`src/tmr_pkg.sv`:
```
package tmr_pkg;
  localparam int          CH_NUM        = 6;
  localparam int          EV_NUM        = 24;
  // per-channel window of 32 bytes, channel index in haddr[7:5]
  localparam logic [4:0]  OFS_STATUS    = 5'h00;
  localparam logic [4:0]  OFS_COUNT     = 5'h04;
  localparam logic [4:0]  OFS_GREG_A    = 5'h08;
  localparam logic [4:0]  OFS_GREG_B    = 5'h0C;
  localparam logic [4:0]  OFS_GREG_C    = 5'h10;
  localparam logic [4:0]  OFS_GREG_D    = 5'h14;
  localparam logic [4:0]  OFS_CTRL      = 5'h18;
  localparam logic [7:0]  OFS_IRQ_ST    = 8'hC0;
  localparam logic [7:0]  OFS_IRQ_MASK  = 8'hC4;
  // control register fields
  localparam int          CTL_CAP_LSB   = 0;
  localparam int          CTL_BUF_LSB   = 4;
  localparam int          CTL_IEN_LSB   = 6;
  localparam int          CTL_RUN_BIT   = 10;
  localparam int          CTL_UPDN_BIT  = 11;
  localparam logic [11:0] CTL_RST       = 12'h000;
  localparam logic [11:0] CTL_WMASK_4R  = 12'h7FF;
  localparam logic [11:0] CTL_WMASK_2R  = 12'hCC3;
  // status byte layout
  localparam int          ST_DIR_BIT    = 7;
  localparam int          ST_ONE_BIT    = 6;
  localparam logic [3:0]  FLAGS_4R      = 4'hF;
  localparam logic [3:0]  FLAGS_2R      = 4'h3;
  localparam logic [15:0] COUNT_RST     = 16'h0000;
  localparam logic [15:0] GREG_RST      = 16'hFFFF;
  localparam logic [2:0]  HSIZE_WORD    = 3'h2;
  typedef enum logic [1:0] {
    BUS_IDLE = 2'b01,
    BUS_DATA = 2'b10
  } bus_state_type;
endpackage

```
`src/chan_link_if.sv`:
```
`timescale 1ns/10ps
interface chan_link_if;
  logic [15:0] count;
  logic        wr;
  logic [15:0] wdata;
  logic        tick;
  logic        down;
  modport cnt (output count, input wr, input wdata, input tick, input down);
  modport cmp (input count);
endinterface

```
`src/channel_counter_unit.sv`:
```
`timescale 1ns/10ps
module channel_counter_unit #(
  parameter bit UPDOWN = 1'b0
) (
  input  wire logic  hclk,     // bus clock
  input  wire logic  hresetn,  // async reset, low
  chan_link_if.cnt   lnk       // counter side of channel link
);
  logic [15:0] count_ff;
  logic [15:0] nxt_count;

  always_comb begin
    nxt_count = count_ff;
    if (lnk.wr) begin
      nxt_count = lnk.wdata;
    end else if (lnk.tick) begin
      if (UPDOWN && lnk.down) begin
        nxt_count = count_ff - 16'h0001;
      end else begin
        nxt_count = count_ff + 16'h0001;
      end
    end
  end

  always_ff @(posedge hclk or negedge hresetn) begin
    if (!hresetn) begin
      count_ff <= tmr_pkg::COUNT_RST;
    end else begin
      count_ff <= nxt_count;
    end
  end

  assign lnk.count = count_ff;

  chk_no_down: assert property (@(posedge hclk) disable iff (!hresetn)
    (!UPDOWN && $past(lnk.tick) && !$past(lnk.wr)) |-> count_ff == $past(count_ff) + 16'h0001)
    else $error("fixed up-counter did not step up");
endmodule

```
`src/compare_unit.sv`:
```
`timescale 1ns/10ps
module compare_unit #(
  parameter int NREG = 4
) (
  input  wire logic        hclk,          // bus clock
  input  wire logic        hresetn,       // async reset, low
  chan_link_if.cmp         lnk,           // counter value
  input  wire logic [3:0]  capture_mode,  // 1: input capture, 0: compare
  input  wire logic [1:0]  buffer_en,     // c buffers a, d buffers b
  input  wire logic [3:0]  capture_in,    // capture strobes
  input  wire logic [3:0]  wr_en,         // bus write per register
  input  wire logic [15:0] wdata,         // bus write data
  output logic      [63:0] greg,          // register values, a lowest
  output logic      [3:0]  hit            // match or capture event
);
  logic [15:0] greg_ff [4];
  logic [15:0] nxt_greg [4];
  logic [3:0]  eq_ff;
  logic [3:0]  nxt_eq;

  always_comb begin
    for (int i = 0; i < 4; i++) begin
      nxt_greg[i] = greg_ff[i];
      nxt_eq[i]   = 1'b0;
      hit[i]      = 1'b0;
    end
    for (int i = 0; i < NREG; i++) begin
      nxt_eq[i] = (lnk.count == greg_ff[i]);
      if (wr_en[i]) begin
        nxt_greg[i] = wdata;
      end
    end
    for (int i = 0; i < NREG; i++) begin
      if (capture_mode[i] && capture_in[i]) begin
        hit[i]      = 1'b1;
        nxt_greg[i] = lnk.count;
        if (NREG == 4 && i < 2 && buffer_en[i % 2]) begin
          nxt_greg[(i + 2) % 4] = greg_ff[i];
        end
      end else if (!capture_mode[i] && nxt_eq[i] && !eq_ff[i]) begin
        hit[i] = 1'b1;
        if (NREG == 4 && i < 2 && buffer_en[i % 2]) begin
          nxt_greg[i] = greg_ff[(i + 2) % 4];
        end
      end
    end
  end

  always_ff @(posedge hclk or negedge hresetn) begin
    if (!hresetn) begin
      for (int i = 0; i < 4; i++) begin
        greg_ff[i] <= tmr_pkg::GREG_RST;
      end
      eq_ff <= 4'h0;
    end else begin
      greg_ff <= nxt_greg;
      eq_ff   <= nxt_eq;
    end
  end

  assign greg = {greg_ff[3], greg_ff[2], greg_ff[1], greg_ff[0]};

  chk_capture_copy: assert property (@(posedge hclk) disable iff (!hresetn)
    (capture_mode[0] && capture_in[0]) |=> greg_ff[0] == $past(lnk.count))
    else $error("capture did not copy the counter");
endmodule

```
`src/timer_capture_compare_core.sv`:
```
`timescale 1ns/10ps
module timer_capture_compare_core (
  input  wire logic        hclk,        // bus clock
  input  wire logic        hresetn,     // async reset, low
  input  wire logic        hsel,        // slave select
  input  wire logic [31:0] haddr,       // byte address
  input  wire logic [1:0]  htrans,      // transfer type
  input  wire logic        hwrite,      // write when high
  input  wire logic [2:0]  hsize,       // transfer size
  input  wire logic [31:0] hwdata,      // write data
  output logic      [31:0] hrdata,      // read data
  output logic             hreadyout,   // transfer done
  output logic             hresp,       // always okay
  input  wire logic [5:0]  count_tick,  // count pulse per channel
  input  wire logic [5:0]  count_down,  // phase/cascade direction
  input  wire logic [23:0] capture_in,  // capture strobes, ch*4+reg
  input  wire logic [23:0] xfer_ack,    // transfer controller start
  input  wire logic [23:0] irq_disable_select,  // controller's irq disable select
  output logic      [23:0] match_irq,   // per-flag requests
  output logic             irq          // masked event interrupt
);
  tmr_pkg::bus_state_type state_ff, nxt_state;
  logic [7:0]  addr_ff, nxt_addr;
  logic        write_ff, nxt_write;
  logic        word_ff, nxt_word;
  logic        ready_ff, nxt_ready;
  logic [31:0] rdata_ff, nxt_rdata;
  logic [11:0] ctl_ff [6];
  logic [11:0] nxt_ctl [6];
  logic [23:0] flag_ff, nxt_flag;
  logic [23:0] armed_ff, nxt_armed;
  logic [23:0] irq_st_ff, nxt_irq_st;
  logic [23:0] irq_mask_ff, nxt_irq_mask;
  logic [23:0] mirq_ff, nxt_mirq;
  logic        irq_ff, nxt_irq;
  logic [23:0] hit;
  logic [23:0] clr;
  logic [23:0] ien;
  logic [15:0] count_vec [6];
  logic [63:0] greg_vec [6];
  logic [5:0]  cnt_wr;
  logic [3:0]  greg_wr [6];
  logic [5:0]  dir_up;
  logic        do_wr;
  logic        do_rd;
  logic [2:0]  ch_sel;
  logic [4:0]  reg_sel;
  logic [31:0] rd_val;

  function automatic logic [3:0] flag_mask(input int ch);
    flag_mask = (ch == 0 || ch == 3) ? tmr_pkg::FLAGS_4R : tmr_pkg::FLAGS_2R;
  endfunction

  function automatic logic [23:0] valid_flags();
    valid_flags = 24'h0;
    for (int c = 0; c < tmr_pkg::CH_NUM; c++) begin
      valid_flags[c*4 +: 4] = flag_mask(c);
    end
  endfunction

  for (genvar g = 0; g < tmr_pkg::CH_NUM; g++) begin : gen_ch
    localparam bit FOUR = (g == 0 || g == 3);
    chan_link_if lnk ();
    channel_counter_unit #(.UPDOWN(!FOUR)) u_cnt (
      .hclk    (hclk),
      .hresetn (hresetn),
      .lnk     (lnk.cnt)
    );
    compare_unit #(.NREG(FOUR ? 4 : 2)) u_cmp (
      .hclk         (hclk),
      .hresetn      (hresetn),
      .lnk          (lnk.cmp),
      .capture_mode (ctl_ff[g][tmr_pkg::CTL_CAP_LSB +: 4]),
      .buffer_en    (ctl_ff[g][tmr_pkg::CTL_BUF_LSB +: 2]),
      .capture_in   (capture_in[g*4 +: 4]),
      .wr_en        (greg_wr[g]),
      .wdata        (hwdata[15:0]),
      .greg         (greg_vec[g]),
      .hit          (hit[g*4 +: 4])
    );
    assign lnk.wr    = cnt_wr[g];
    assign lnk.wdata = hwdata[15:0];
    assign lnk.tick  = count_tick[g] & ctl_ff[g][tmr_pkg::CTL_RUN_BIT];
    assign lnk.down  = count_down[g] & ctl_ff[g][tmr_pkg::CTL_UPDN_BIT];
    assign dir_up[g] = ~lnk.down;
    assign count_vec[g] = lnk.count;
  end

  // bus: one wait state so reads see any write that just finished
  always_comb begin
    nxt_state = state_ff;
    nxt_addr  = addr_ff;
    nxt_write = write_ff;
    nxt_word  = word_ff;
    nxt_ready = ready_ff;
    nxt_rdata = rdata_ff;
    case (state_ff)
      tmr_pkg::BUS_IDLE: begin
        if (hsel && htrans[1] && ready_ff) begin
          nxt_state = tmr_pkg::BUS_DATA;
          nxt_addr  = haddr[7:0];
          nxt_write = hwrite;
          nxt_word  = (hsize == tmr_pkg::HSIZE_WORD) && (haddr[1:0] == 2'h0);
          nxt_ready = 1'b0;
        end
      end
      tmr_pkg::BUS_DATA: begin
        nxt_state = tmr_pkg::BUS_IDLE;
        nxt_ready = 1'b1;
        nxt_rdata = write_ff ? 32'h0000_0000 : rd_val;
      end
      default: begin
        nxt_state = tmr_pkg::BUS_IDLE;
        nxt_ready = 1'b1;
      end
    endcase
  end

  assign do_wr   = (state_ff == tmr_pkg::BUS_DATA) && write_ff;
  assign do_rd   = (state_ff == tmr_pkg::BUS_DATA) && !write_ff;
  assign ch_sel  = addr_ff[7:5];
  assign reg_sel = addr_ff[4:0];

  // read mux; unmapped addresses read zero
  always_comb begin
    rd_val = 32'h0000_0000;
    if (addr_ff == tmr_pkg::OFS_IRQ_ST) begin
      rd_val[23:0] = irq_st_ff;
    end else if (addr_ff == tmr_pkg::OFS_IRQ_MASK) begin
      rd_val[23:0] = irq_mask_ff;
    end else if (ch_sel < 3'(tmr_pkg::CH_NUM)) begin
      case (reg_sel)
        tmr_pkg::OFS_STATUS: begin
          rd_val[3:0] = flag_ff[ch_sel*4 +: 4];
          rd_val[tmr_pkg::ST_ONE_BIT] = 1'b1;
          rd_val[tmr_pkg::ST_DIR_BIT] = dir_up[ch_sel];
        end
        tmr_pkg::OFS_COUNT:  rd_val[15:0] = word_ff ? count_vec[ch_sel] : 16'h0000;
        tmr_pkg::OFS_GREG_A: rd_val[15:0] = word_ff ? greg_vec[ch_sel][15:0] : 16'h0000;
        tmr_pkg::OFS_GREG_B: rd_val[15:0] = word_ff ? greg_vec[ch_sel][31:16] : 16'h0000;
        tmr_pkg::OFS_GREG_C: begin
          if (word_ff && flag_mask(32'(ch_sel)) == tmr_pkg::FLAGS_4R) begin
            rd_val[15:0] = greg_vec[ch_sel][47:32];
          end
        end
        tmr_pkg::OFS_GREG_D: begin
          if (word_ff && flag_mask(32'(ch_sel)) == tmr_pkg::FLAGS_4R) begin
            rd_val[15:0] = greg_vec[ch_sel][63:48];
          end
        end
        tmr_pkg::OFS_CTRL:   rd_val[11:0] = ctl_ff[ch_sel];
        default:             rd_val = 32'h0000_0000;
      endcase
    end
  end

  // register writes and flag bookkeeping
  always_comb begin
    cnt_wr       = 6'h00;
    nxt_irq_mask = irq_mask_ff;
    nxt_armed    = armed_ff;
    clr          = 24'h0;
    ien          = 24'h0;
    for (int c = 0; c < tmr_pkg::CH_NUM; c++) begin
      nxt_ctl[c] = ctl_ff[c];
      greg_wr[c] = 4'h0;
      ien[c*4 +: 4] = ctl_ff[c][tmr_pkg::CTL_IEN_LSB +: 4] & flag_mask(c);
      if (do_wr && ch_sel == 3'(c) && reg_sel == tmr_pkg::OFS_CTRL) begin
        nxt_ctl[c] = hwdata[11:0] &
          (flag_mask(c) == tmr_pkg::FLAGS_4R ? tmr_pkg::CTL_WMASK_4R : tmr_pkg::CTL_WMASK_2R);
      end
      if (do_wr && word_ff && ch_sel == 3'(c)) begin
        cnt_wr[c] = (reg_sel == tmr_pkg::OFS_COUNT);
        greg_wr[c][0] = (reg_sel == tmr_pkg::OFS_GREG_A);
        greg_wr[c][1] = (reg_sel == tmr_pkg::OFS_GREG_B);
        greg_wr[c][2] = (reg_sel == tmr_pkg::OFS_GREG_C) && flag_mask(c) == tmr_pkg::FLAGS_4R;
        greg_wr[c][3] = (reg_sel == tmr_pkg::OFS_GREG_D) && flag_mask(c) == tmr_pkg::FLAGS_4R;
      end
      if (ch_sel == 3'(c) && reg_sel == tmr_pkg::OFS_STATUS) begin
        // arm on read of 1, clear on written 0
        if (do_rd) begin
          nxt_armed[c*4 +: 4] = armed_ff[c*4 +: 4] | flag_ff[c*4 +: 4];
        end else if (do_wr) begin
          clr[c*4 +: 4] = armed_ff[c*4 +: 4] & ~hwdata[3:0];
          nxt_armed[c*4 +: 4] = 4'h0;
        end
      end
    end
    clr = clr | (xfer_ack & ~irq_disable_select);
    // set wins, reserved bits stay zero
    nxt_flag   = ((flag_ff & ~clr) | hit) & valid_flags();
    nxt_armed  = nxt_armed & nxt_flag;
    nxt_irq_st = irq_st_ff | (hit & valid_flags());
    if (do_wr && word_ff && addr_ff == tmr_pkg::OFS_IRQ_ST) begin
      nxt_irq_st = (irq_st_ff & ~hwdata[23:0]) | (hit & valid_flags());
    end
    if (do_wr && word_ff && addr_ff == tmr_pkg::OFS_IRQ_MASK) begin
      nxt_irq_mask = hwdata[23:0] & valid_flags();
    end
    nxt_mirq = nxt_flag & ien;
    nxt_irq  = |(nxt_irq_st & nxt_irq_mask);
  end

  always_ff @(posedge hclk or negedge hresetn) begin
    if (!hresetn) begin
      state_ff    <= tmr_pkg::BUS_IDLE;
      addr_ff     <= 8'h00;
      write_ff    <= 1'b0;
      word_ff     <= 1'b0;
      ready_ff    <= 1'b1;
      rdata_ff    <= 32'h0000_0000;
      flag_ff     <= 24'h0;
      armed_ff    <= 24'h0;
      irq_st_ff   <= 24'h0;
      irq_mask_ff <= 24'h0;
      mirq_ff     <= 24'h0;
      irq_ff      <= 1'b0;
      for (int c = 0; c < tmr_pkg::CH_NUM; c++) begin
        ctl_ff[c] <= tmr_pkg::CTL_RST;
      end
    end else begin
      state_ff    <= nxt_state;
      addr_ff     <= nxt_addr;
      write_ff    <= nxt_write;
      word_ff     <= nxt_word;
      ready_ff    <= nxt_ready;
      rdata_ff    <= nxt_rdata;
      flag_ff     <= nxt_flag;
      armed_ff    <= nxt_armed;
      irq_st_ff   <= nxt_irq_st;
      irq_mask_ff <= nxt_irq_mask;
      mirq_ff     <= nxt_mirq;
      irq_ff      <= nxt_irq;
      ctl_ff      <= nxt_ctl;
    end
  end

  assign hrdata    = rdata_ff;
  assign hreadyout = ready_ff;
  assign hresp     = 1'b0;
  assign match_irq = mirq_ff;
  assign irq       = irq_ff;

  chk_flag_on_hit: assert property (@(posedge hclk) disable iff (!hresetn)
    (|(hit & valid_flags())) |=> ((flag_ff & $past(hit & valid_flags()))
                                   == $past(hit & valid_flags())))
    else $error("event did not set its flag");
  chk_clear_armed: assert property (@(posedge hclk) disable iff (!hresetn)
    1'b1 |=> (($past(flag_ff) & ~flag_ff &
               ~$past(armed_ff | (xfer_ack & ~irq_disable_select))) == 24'h0))
    else $error("flag cleared without prior read");
  chk_xfer_clear: assert property (@(posedge hclk) disable iff (!hresetn)
    (|(xfer_ack & ~irq_disable_select & ~hit)) |=>
      (($past(xfer_ack & ~irq_disable_select & ~hit) & flag_ff) == 24'h0))
    else $error("transfer start left flag set");
  chk_reserved_zero: assert property (@(posedge hclk) disable iff (!hresetn)
    (flag_ff & ~valid_flags()) == 24'h0)
    else $error("reserved flag bit set");
  chk_set_wins: assert property (@(posedge hclk) disable iff (!hresetn)
    (|(hit & clr & valid_flags())) |=> (|(flag_ff & $past(hit & clr & valid_flags()))))
    else $error("clear beat a setting event");
  chk_up_only: assert property (@(posedge hclk) disable iff (!hresetn)
    (gen_ch[3].lnk.tick && !cnt_wr[3]) |=> count_vec[3] == $past(count_vec[3]) + 16'h0001)
    else $error("channel 3 did not count up");
  chk_irq_req: assert property (@(posedge hclk) disable iff (!hresetn)
    ##1 match_irq == ($past(flag_ff & ien) | ($past(hit & ien) & valid_flags())) ||
        match_irq == (flag_ff & $past(ien)))
    else $error("request does not follow flag and enable");
  chk_byte_ignored: assert property (@(posedge hclk) disable iff (!hresetn)
    (do_wr && !word_ff && reg_sel == tmr_pkg::OFS_COUNT) |-> cnt_wr == 6'h00)
    else $error("byte write reached a counter");
  chk_one_wait: assert property (@(posedge hclk) disable iff (!hresetn)
    (hsel && htrans[1] && hreadyout) |=> !hreadyout ##1 hreadyout)
    else $error("bus answer not after one wait state");
endmodule

```
`config.mk`:
```
export PLATFORM = sky130hd
export DESIGN_NAME = timer_capture_compare_core
export DESIGN_NICKNAME = d
export VERILOG_FILES = /design/src/tmr_pkg.sv /design/src/chan_link_if.sv /design/src/channel_counter_unit.sv /design/src/compare_unit.sv /design/src/timer_capture_compare_core.sv
export SDC_FILE = /design/constraint.sdc
export NUM_CORES = 2
export LEC_CHECK = 0
export CAP_MARGIN = 20
export CORE_ASPECT_RATIO = 1.75
export CORE_MARGIN = 2
export CORE_UTILIZATION = 40
export CTS_CLUSTER_SIZE = 20
export DETAILED_ROUTE_END_ITERATION = 12
export DONT_BUFFER_PORTS = 1
export PLACE_DENSITY = 0.52
export SYNTH_ARGS = -nofsm -noshare
export SYNTH_HDL_FRONTEND = slang
export SYNTH_SLANG_ARGS = --single-unit
```
`constraint.sdc`:
```
create_clock -name hclk -period 3.6 [get_ports hclk]
set_input_delay 0.54 -clock hclk [delete_from_list [all_inputs] [get_ports hclk]]
set_output_delay 0.54 -clock hclk [all_outputs]
set_load 0.005 [all_outputs]
```
==> impl_metrics.json <==
{
  "worst_pin_slew_ns": 1.28,
  "cts_buffer_depth": 3,
  "cellPowerDensity_nw_per_um2": 694,
  "drc": 0,
  "ir_worst_vdd_v": 0.000397,
  "synth-edff-count": 0,
  "place_inst": 4867,
  "first_pass_iters": 6,
  "syn-instance-count": 3876,
  "finalMaxSlewViolations": 0,
  "vias": 30426,
  "fin_crit_sh": 0.974,
  "yosysTopAreaCell": "dfrtp_1",
  "synth.distinct_cells": 78,
  "antenna_left": 0,
  "skew_ns": 0.0599,
  "initial_utilization": 0.404,
  "die_area_um2": 90200,
  "clock-root-buffer": "clkbuf_16",
  "relSlewSlack": 0.137,
  "synth_commonest_cells": "426 x nand2_1, 375 x nor2_1, 330 x a21oi_1",
  "rows": 143,
  "synth_compound_area_frac": 0.164,
  "r2r-start": "addr_ff[5]",
  "ys_async_sr_fraction": 1.00,
  "synth_xor_area_frac": 0.0836,
  "ys_top_cells_by_area": "dfrtp_1 21%, dfstp_2 19%, mux2i_1 9.1%",
  "mappedNetlistArea_um2": 35100,
  "core-area_um2": 87000,
  "grt_pass1_wl_um": 218000,
  "cts.sinks": 547,
  "layout.cells.non_filler": 5005,
  "final_core_util": 0.447,
  "violations": "hold timing",
  "gp_congestion": 1.01,
  "ys_ff_latch": 547,
  "cts_tree": "yes",
  "die_h_um": 396,
  "grt_max_degree": 548,
  "finalSetupViolCount": 0,
  "yosys_warnings": 0,
  "worst_ep_arrival_time_ns": 4.04,
  "synth.most_common_cell": "nand2_1",
  "drive_gt1_frac": 0.164,
  "ios": 216,
  "port_buffers": 0,
  "rsz0062_at_grt": "no",
  "vias_per_cell": 6.08,
  "endpoint_kind": "register",
  "yosys.area_share.simple": 0.141,
  "cts_buffers": 54,
  "grt_usage": 0.336,
  "hold_path.class": "in -> reg",
  "cp-start-kind": "register",
  "setup-tns-final_ns": 0,
  "clock_latency_ns": 0.69,
  "period_minus_slack_ns": 3.51,
  "holdCritStartpoint": "hwdata[12]",
  "antenna_found_initial": 23,
  "cp-startpoint": "addr_ff[5]",
  "layout.nets": 4011,
  "path_clk_slew_ns": 0.08,
  "grt_pass1_vias": 29238,
  "required_ns": 4.14,
  "synth_flop_cell": "dfrtp_1",
  "yosysSeqAreaShare": 0.399,
  "synth_fa_ha_area_frac": 0.0230,
  "yosysTopAreaCellShare": 0.207,
  "synthMuxAreaShare": 0.142,
  "synth_top_family_by_area": "compound AO/OA/AOI/OAI gates",
  "ctsResizeCount": 0,
  "power_leakage_nw": 16.2,
  "max_freq_mhz": 285,
  "dp_hpwl_um": 108000,
  "synth_area_per_cell_um2": 9.06,
  "wl_um": 154000,
  "maxCapViolCount": 0,
  "htreeDepth": 2,
  "area_delta_synth_final_pct": 10.7,
  "finalHoldViolCount": 2,
  "status": "finished, violations left",
  "die_w_um": 228,
  "crit_type": "reg -> reg",
  "drt_iter0_drc": 3032,
  "wl_per_cell_um": 30.7,
  "grt_overflow_total": 0,
  "hold-worst-slack_ns": -0.00806,
  "crit_fanout": 11
}
[stage by stage]
stage                     power (mW)  area (um2)  worst slack [ns]
after floorplan                 16.2       35200             0.643
after global placement          19.9       36500             0.406
after detailed placement        20.1       36500             0.393
after CTS                       26.5       38700             0.395
after global routing            28.1       38800             0.137
final                           27.0       38800            0.0922
[path summary, 6_finish.rpt]
check	end	slack (ns)	cells after the start
setup / recovery	hrdata[1]	0.09	7
hold / removal	gen_ch[5].u_cnt.lnk.count[12]	-0.008	2
setup reg to reg	hrdata[1]	0.09	7
hold reg to reg	hrdata[7]	0.51	2
max in group asynchronous	addr_ff[6]	1.19	3
min in group asynchronous	gen_ch[2].u_cnt.lnk.count[8]	0	1
[area by class of cell]
type                       count  area, um2
clock buffer                  74       1510
tap                         1160       1450
timing repair buffer         189       1600
clock inverter                28        432
multi-input combinational   2937      19600
fill                        8701      48100
antenna                        7       17.5
inverter                      63        236
sequential                   547      14000
[timing repair]
item | 4_1_cts | 5_1_grt
hold buffers | 20 | 4
buffers inserted | 0 | 0
endpoints found under the hold margin | 454 | 5
endpoints found under the setup margin | 0 | 0
[critical path, cell delays in order, from the launching register on]
cell	delay, ns
dfrtp_4	0.54
and2_1	0.36
nand2_1	0.36
buf_4	0.28
o221ai_1	0.76
nand4_1	0.33
a211oi_1	0.56
o41ai_1	0.14
[registers in the layout (all words and copies together), names as in the netlist, 24 cells and up]
signal                  count
ctl_ff                     46
gen_ch.u_cmp.greg         256
gen_ch.u_cnt.lnk.count     96
hrdata                     24
irq_mask_ff                24
irq_st_ff                  24
[cells in the final DEF (no fill, tap or decap), types with 58 or more instances in the layout]
cell | Yosys | routed
a21oi_1 | 330 | 330
xor2_1 | 130 | 130
ha_1 | 58 | 58
o21ai_0 | 152 | 152
buf_4 | 17 | 157
dfrtp_1 | 290 | 288
inv_1 | 61 | 61
nand4_1 | 60 | 60
xnor2_1 | 205 | 205
nor2_1 | 375 | 372
nand2_1 | 426 | 426
dfstp_2 | 257 | 257
mux2i_1 | 320 | 320
o21ai_1 | 183 | 175
[power breakdown]
part / leakage [nW] / total [mW] / internal, mW / switching [mW]
Combinational: 9.04 / 9.74 / 4.30 / 5.45
Sequential: 6.19 / 10.8 / 7.95 / 2.84
Clock: 0.939 / 6.44 / 3.61 / 2.83
Total: 16.2 / 27.0 / 15.9 / 11.1
[metal layers]
layer | global-route usage | share of wire | up-vias | wire length, um
li1 | - | - | 13485 | -
met1 | 0.387 | 0.36 | 15136 | 55700
met2 | 0.557 | 0.48 | 1358 | 73600
met3 | 0.0611 | 0.071 | 433 | 11000
met4 | 0.254 | 0.087 | 14 | 13400
met5 | 0 | 0.00062 | - | 95
[cells by family after synthesis]
kind of cell    after synthesis
other cells                   1
xor+xnor                    335
simple gates               1120
compound gates              980
fa+ha+maj                    62
flops                       547
mux                         423
buf+inv                     408
(Power assumes the default switching activity.)
